## src/core/cafe_pkg.sv

```systemverilog
package cafe_pkg;
   localparam int unsigned ADDR_W = 4;
   localparam int unsigned DATA_W = 8;
   localparam int unsigned NUM_REGS = 16;

   localparam logic [3:0] ADDR_GAIN_0      = 4'h0;
   localparam logic [3:0] ADDR_GAIN_1      = 4'h1;
   localparam logic [3:0] ADDR_GAIN_2      = 4'h2;
   localparam logic [3:0] ADDR_GAIN_3      = 4'h3;
   localparam logic [3:0] ADDR_OFFSET_0    = 4'h4;
   localparam logic [3:0] ADDR_OFFSET_1    = 4'h5;
   localparam logic [3:0] ADDR_OFFSET_2    = 4'h6;
   localparam logic [3:0] ADDR_OFFSET_3    = 4'h7;
   localparam logic [3:0] ADDR_PAT_LINE0   = 4'h8;
   localparam logic [3:0] ADDR_PAT_LINE1   = 4'h9;
   localparam logic [3:0] ADDR_PAT_LENGTH  = 4'ha;
   localparam logic [3:0] ADDR_BLACK_LEVEL = 4'hb;
   localparam logic [3:0] ADDR_PRI_CTRL    = 4'hc;
   localparam logic [3:0] ADDR_SEC_CTRL    = 4'hd;
   localparam logic [3:0] ADDR_BIAS_A      = 4'he;
   localparam logic [3:0] ADDR_BIAS_B      = 4'hf;

   localparam logic [7:0] RST_ZERO        = 8'h00;
   localparam logic [7:0] RST_BLACK_LEVEL = 8'h10;
   localparam logic [7:0] RST_PRI_CTRL    = 8'h4e;
   localparam logic [7:0] RST_SEC_CTRL    = 8'h00;
   localparam logic [7:0] RST_BIAS_A      = 8'haa;
   localparam logic [7:0] RST_BIAS_B      = 8'h5a;

   localparam int unsigned CTRL_AUTOCAL_BIT = 3;
   localparam int unsigned LEN_LINE0_LSB    = 0;
   localparam int unsigned LEN_LINE1_LSB    = 2;
   localparam logic [3:0]  LEN_USED_MASK    = 4'hf;

   // gain code step, in millidecibel
   localparam int unsigned GAIN_STEP_MDB = 125;

   typedef struct packed {
      logic       wr;
      logic [3:0] addr;
      logic [7:0] wdata;
   } cafe_req_t;

   typedef struct packed {
      logic [7:0] gain;
      logic [7:0] offset;
      logic [1:0] slot;
   } cafe_pix_t;
endpackage : cafe_pkg

```

## src/core/cafe_reg_bank.sv

```systemverilog
`timescale 1ns/1ps
module cafe_reg_bank (
   input  wire logic              mclk_i,
   input  wire logic              reset_n_i,
   input  wire cafe_pkg::cafe_req_t req_i,
   input  wire logic              req_valid_i,
   output logic [7:0]             rdata_o,
   output logic                   rdata_valid_o,
   input  wire logic              line_start_strobe_i,
   input  wire logic              pixel_tick_i,
   output cafe_pkg::cafe_pix_t    pix_o,
   output logic                   active_line_o,
   output logic [7:0]             black_level_o,
   output logic [7:0]             primary_control_o,
   output logic [7:0]             secondary_control_o,
   output logic [7:0]             bias_trim_a_o,
   output logic [7:0]             bias_trim_b_o
);
   import cafe_pkg::*;

   logic [7:0] regs_ff [NUM_REGS];
   logic       bol_meta_ff;
   logic       bol_sync_ff;
   logic       bol_prev_ff;
   logic       tick_meta_ff;
   logic       tick_sync_ff;
   logic       tick_prev_ff;
   logic       line_sel_ff;
   logic       seen_line_ff;
   logic [1:0] pos_ff;
   logic [7:0] rdata_ff;
   logic       rvalid_ff;
   cafe_pix_t  pix_ff;

   wire        autocal_on = regs_ff[ADDR_PRI_CTRL][CTRL_AUTOCAL_BIT];
   wire        is_offset  = (req_i.addr[3:2] == ADDR_OFFSET_0[3:2]);
   // offsets belong to the calibration loop while it runs
   wire        wr_block   = autocal_on && is_offset;
   wire        wr_en      = req_valid_i && req_i.wr && !wr_block;
   wire        bol_rise   = bol_sync_ff && !bol_prev_ff;
   wire        tick_rise  = tick_sync_ff && !tick_prev_ff;
   wire [7:0]  len_reg    = regs_ff[ADDR_PAT_LENGTH];
   // length field n means n+1 elements: 01 two, 11 four
   wire [1:0]  last_pos   = line_sel_ff ? len_reg[LEN_LINE1_LSB +: 2]
                                        : len_reg[LEN_LINE0_LSB +: 2];
   wire [7:0]  pat_word   = line_sel_ff ? regs_ff[ADDR_PAT_LINE1]
                                        : regs_ff[ADDR_PAT_LINE0];
   wire [1:0]  slot_sel   = pat_word[{pos_ff, 1'b0} +: 2];
   wire [1:0]  nxt_pos    = (pos_ff == last_pos) ? 2'h0 : pos_ff + 2'h1;

   genvar g;
   generate
      for (g = 0; g < NUM_REGS; g++) begin : g_reg
         always_ff @(posedge mclk_i or negedge reset_n_i) begin
            if (!reset_n_i) begin
               regs_ff[g] <= (g == ADDR_BLACK_LEVEL) ? RST_BLACK_LEVEL :
                             (g == ADDR_PRI_CTRL)    ? RST_PRI_CTRL :
                             (g == ADDR_BIAS_A)      ? RST_BIAS_A :
                             (g == ADDR_BIAS_B)      ? RST_BIAS_B : RST_ZERO;
            end else if (wr_en && (req_i.addr == 4'(g))) begin
               regs_ff[g] <= req_i.wdata;
            end
         end
      end
   endgenerate

   // read path, one cycle after the request
   always_ff @(posedge mclk_i or negedge reset_n_i) begin
      if (!reset_n_i) begin
         rdata_ff  <= 8'h00;
         rvalid_ff <= 1'b0;
      end else begin
         rvalid_ff <= req_valid_i && !req_i.wr;
         if (req_valid_i && !req_i.wr) begin
            rdata_ff <= (req_i.addr == ADDR_PAT_LENGTH) ? (len_reg & {4'h0, LEN_USED_MASK})
                                                        : regs_ff[req_i.addr];
         end
      end
   end

   // strobe and pixel tick come from the pins: two flops first
   always_ff @(posedge mclk_i or negedge reset_n_i) begin
      if (!reset_n_i) begin
         bol_meta_ff  <= 1'b0;
         bol_sync_ff  <= 1'b0;
         bol_prev_ff  <= 1'b0;
         tick_meta_ff <= 1'b0;
         tick_sync_ff <= 1'b0;
         tick_prev_ff <= 1'b0;
      end else begin
         bol_meta_ff  <= line_start_strobe_i;
         bol_sync_ff  <= bol_meta_ff;
         bol_prev_ff  <= bol_sync_ff;
         tick_meta_ff <= pixel_tick_i;
         tick_sync_ff <= tick_meta_ff;
         tick_prev_ff <= tick_sync_ff;
      end
   end

   // first strobe after reset uses line 0, later strobes alternate
   always_ff @(posedge mclk_i or negedge reset_n_i) begin
      if (!reset_n_i) begin
         line_sel_ff  <= 1'b0;
         seen_line_ff <= 1'b0;
         pos_ff       <= 2'h0;
      end else begin
         if (bol_rise) begin
            seen_line_ff <= 1'b1;
            line_sel_ff  <= seen_line_ff ? !line_sel_ff : 1'b0;
            pos_ff       <= 2'h0;
         end else if (tick_rise && bol_sync_ff) begin
            pos_ff <= nxt_pos;
         end
      end
   end

   // registered pixel selection, stale by one cycle at most
   always_ff @(posedge mclk_i or negedge reset_n_i) begin
      if (!reset_n_i) begin
         pix_ff <= '0;
      end else begin
         pix_ff.slot   <= slot_sel;
         pix_ff.gain   <= regs_ff[{2'b00, slot_sel}];
         pix_ff.offset <= regs_ff[{2'b01, slot_sel}];
      end
   end

   assign rdata_o             = rdata_ff;
   assign rdata_valid_o       = rvalid_ff;
   assign pix_o               = pix_ff;
   assign active_line_o       = line_sel_ff;
   // clamp loop and its 20-cycle request live outside this bank
   assign black_level_o       = regs_ff[ADDR_BLACK_LEVEL];
   assign primary_control_o   = regs_ff[ADDR_PRI_CTRL];
   assign secondary_control_o = regs_ff[ADDR_SEC_CTRL];
   assign bias_trim_a_o       = regs_ff[ADDR_BIAS_A];
   assign bias_trim_b_o       = regs_ff[ADDR_BIAS_B];
endmodule : cafe_reg_bank

```

## config.mk

```make
export PLATFORM = sky130hd
export DESIGN_NAME = cafe_reg_bank
export DESIGN_NICKNAME = d
export VERILOG_FILES = /design/src/core/cafe_pkg.sv /design/src/core/cafe_reg_bank.sv
export SDC_FILE = /design/constraint.sdc
export NUM_CORES = 1
export LEC_CHECK = 0
export BUFFER_PORTS_ARGS = -buffer_cell sky130_fd_sc_hd__buf_2
export CAP_MARGIN = 20
export CORE_MARGIN = 2
export CORE_UTILIZATION = 47
export DETAILED_ROUTE_END_ITERATION = 10
export GPL_TIMING_DRIVEN = 0
export PLACE_DENSITY = 0.71
export SLEW_MARGIN = 10
export SYNTH_ARGS = -nofsm -noshare
export SYNTH_HDL_FRONTEND = slang
export SYNTH_SLANG_ARGS = --single-unit
```

## constraint.sdc

```tcl
create_clock -name mclk_i -period 1.8 [get_ports mclk_i]
set_input_delay 0.09 -clock mclk_i [delete_from_list [all_inputs] [get_ports mclk_i]]
set_output_delay 0.09 -clock mclk_i [all_outputs]
set_load 0.01 [all_outputs]
```

==> results by group <==
Global routing
  – Total Routing Usage GR: 0.2327
  – Number of global-route vias before repair: 5315
  – Maximum number of pins on one net before global-route repair: 85
  – Antenna violations before repair: 1
  – GRT overflow: 0
  – Global-route wire length before repair: 31.25 mm

Cells and area
  – Share of final-layout standard cells stronger than drive strength 1: 0.4725
  – Multi-input gate area in the final layout: 3480 um2
  – Layout Cell Area excl Fill: 9699 um2
  – Most common cell after layout, fill and taps aside: dfrtp_1
  – Number of antenna cells inserted: 0
  – Synthesis-to-finish area growth: 20.20%
  – Number of filler instances in the final layout: 1356
  – FF+latch area: 4145 um2
  – Final #Nets: 695
  – Most frequent cells in the layout: 152 x dfrtp_1, 89 x buf_2, 76 x mux2_2
  – Largest Register: regs_ff
  – Max reg flops: 80

Pwr
  – Maximum resistive drop on vdd: 0.8197 mV
  – Leakage dissipation: 4.646 nW
  – Switching share of power: 0.2982
  – Clock Power Share: 0.292
  – Power per Cell Area: 1343 nW/um2
  – Relative contribution of sequential cells to total power: 0.395
  – Portion of total power attributed to combinational logic: 0.314
  – Reported net switching power: 3.886 mW
  – Total internal power: 9.145 mW

Status
  – Outcome: finished with violations
  – Violations in the final reports: negative setup slack

Die
  – Die Area: 18230 um2
  – Die Span X: 135.0 um
  – Initial Util: 0.4831
  – Core box area: 16700 um2
  – DIE HEIGHT: 135.0 um
  – Number of top-level design ports: 86
  – Rows: 47

Synthesis
  – Number of standard cells after synthesis: 558
  – Number of flops mapped to enable cells by yosys: 0
  – Post-synth design cell area: 8069 um2
  – Net count after synthesis: 576
  – Leading register cell type out of synthesis: dfrtp_1
  – Per-instance average area after synthesis: 14.46 um2
  – Proportion of synthesized flip-flops having asynchronous set or reset: 1.000
  – Count of yosys warnings during synthesis: 0
  – Sequential fraction of the synthesis area: 0.5137
  – Number of register bits inferred by synthesis: 165
  – Distinct cell type count after synthesis: 45

Clock network
  – Worst-path clk slew: 60 ps
  – Deepest level of the CTS H-tree: 4
  – TritonCTS clock tree: done
  – CTS max path bufs: 2
  – Number of clock buffers inserted by TritonCTS: 17
  – Clock network latency to the later pin of the worst-skew pair: 430 ps
  – Clk Tree Root Cell: clkbuf_16
  – Clock tree sinks: 165

STA
  – Slew HR: 0.4551
  – Setup clock skew after layout: 11.71 ps
  – Final worst slack: -204.4 ps
  – Final period utilization: 1.114
  – Shortest clock period the worst path allows after layout: 2004 ps
  – Unrepaired setup endpoints after global routing: yes
  – Final-report hold violation count: 0
  – # setup viols final: 16
  – Worst Max-Slew Pin Slew: 814.3 ps
  – Number of slew-limit violations in the final report: 0
  – Worst Hold Margin: 15.95 ps
  – Highest Clock Rate: 498.9 MHz

Run
  – Max cap viols: 0

Setup path
  – Capturing point of the worst reg2reg path: pix_o[3]
  – Critical path class: register to register
  – Startpoint kind of the worst setup timing path: register
  – Endpoint class of the critical path: register
  – Worst path required time: 2100 ps
  – Setup slack, reg-to-reg: -200 ps
  – Signal arrival time at the worst endpoint: 2300 ps
  – Launching point of the worst reg2reg path: active_line_o
  – Maximum fanout along the worst path: 8
  – R2R depth: 7

Worst hold path
  – Min-Delay Path Class: input pin to register
  – Origin of the worst min-delay path: req_i[0]
  – Endpoint of the worst hold path: regs_ff[72]
  – Min-Delay Path Depth: 2

Routing
  – Antenna viol nets, final: 0
  – Total wire length: 20.42 mm
  – DR DRC count: 0
  – DR pass1 iterations: 7
  – Number of violations reported at the end of detailed-routing iteration 0: 295
  – Number of vias in the routed layout: 5147
  – Via density: 5.656
  – DR WL/cell: 22.43 um

Placed design
  – Final GP Congestion: 0.8464
  – Placed Instance Area: 8797 um2
  – Hpwl dp: 14.00 mm
  – Number of port buffers: 83
final cells by class:
cell class | instances | share of cell area
inverter | 5 | 0.001935
buffer | 70 | 0.05121
timing repair buffer | 101 | 0.06863
clock inverter | 11 | 0.01522
clock buffer | 21 | 0.04850
sequential | 165 | 0.4274
tap | 220 | 0.02838
multi-input combinational | 317 | 0.3587
Yosys cell counts (5+ instances only):
cell type | n | area [um2]
o21ai_0 | 6 | 30.03
a2bb2oi_1 | 7 | 61.31
nor2_2 | 6 | 37.54
mux2_2 | 76 | 855.8
mux2_1 | 52 | 585.6
clkbuf_1 | 14 | 52.55
mux2i_1 | 69 | 690.7
nor2_1 | 5 | 18.77
nand2b_1 | 7 | 43.79
dfstp_2 | 13 | 341.6
buf_2 | 8 | 40.04
nor2b_1 | 9 | 56.30
dfrtp_1 | 152 | 3804
buf_4 | 42 | 315.3
nand2_1 | 10 | 37.54
mux4_2 | 29 | 653.1
power groups by stage:
stage / Combinational, mW / Clock, mW / Sequential (mW)
finish: 4.09 / 3.80 / 5.14
global route: 4.35 / 3.98 / 5.24
CTS: 3.84 / 3.86 / 5.12
detailed placement: 3.54 / 0 / 5.15
global placement: 3.46 / 0 / 5.10
floorplan: 2.39 / 0 / 5.08
worst max path at each step:
stage,startpoint,endpoint,cells past startpoint
3_5_place_dp,pos_ff[0],pix_o[10],5
2_1_floorplan,active_line_o,pix_o[3],6
6_report,active_line_o,pix_o[3],7
5_1_grt,active_line_o,pix_o[14],7
3_3_place_gp,reset_n_i,bias_trim_b_o[7],1
4_1_cts,active_line_o,pix_o[3],7
stage by stage:
stage                     total power, mW  instances  utilization  setup WS (ps)  setup TNS (ps)
after floorplan                     7.468        558            -         -156.8           -2403
after global placement              8.560        861       0.5245          -1788         -297450
after detailed placement            8.692        862       0.5267         -630.6          -19070
after CTS                           12.82        905       0.5730         -208.1           -2767
after global routing                13.57        910       0.5808         -268.8           -3839
final                               13.03        910       0.5808         -204.4           -2618
routing by layer:
metal	track usage	routed length (um)	vias up
li1	-	-	2252
met1	0.3222	9103	2687
met2	0.3618	9678	170
met3	0.05255	1051	36
met4	0.08738	569	2
met5	0	11	-
cell families after synthesis:
kind of cell / count (synthesis) / share of synthesized area
muxes: 228 / 0.3508
DFF: 165 / 0.5137
buffers and inverters: 76 / 0.06125
and+or+nand+nor: 53 / 0.04063
AOI/OAI and AO/OA: 34 / 0.03148
xor gates and xnor gates: 2 / 0.002171
critical path: stages (launching register included):
cell and delay [ps]:
dfrtp_1 360, buf_6 140, mux4_2 530, mux2i_4 180
buf_12 180, buf_12 140, mux2i_2 210, mux2i_1 130
timing repair:
item | in CTS | in global routing
cloned | 1 | 2
resized for setup | 7 | 14
endpoints found under the hold margin | 82 | 0
buffers inserted | 7 | 3
hold buffers | 4 | 0
endpoints found under the setup margin | 18 | 25
pin swaps | 0 | 1
(Power assumes the default switching activity.)
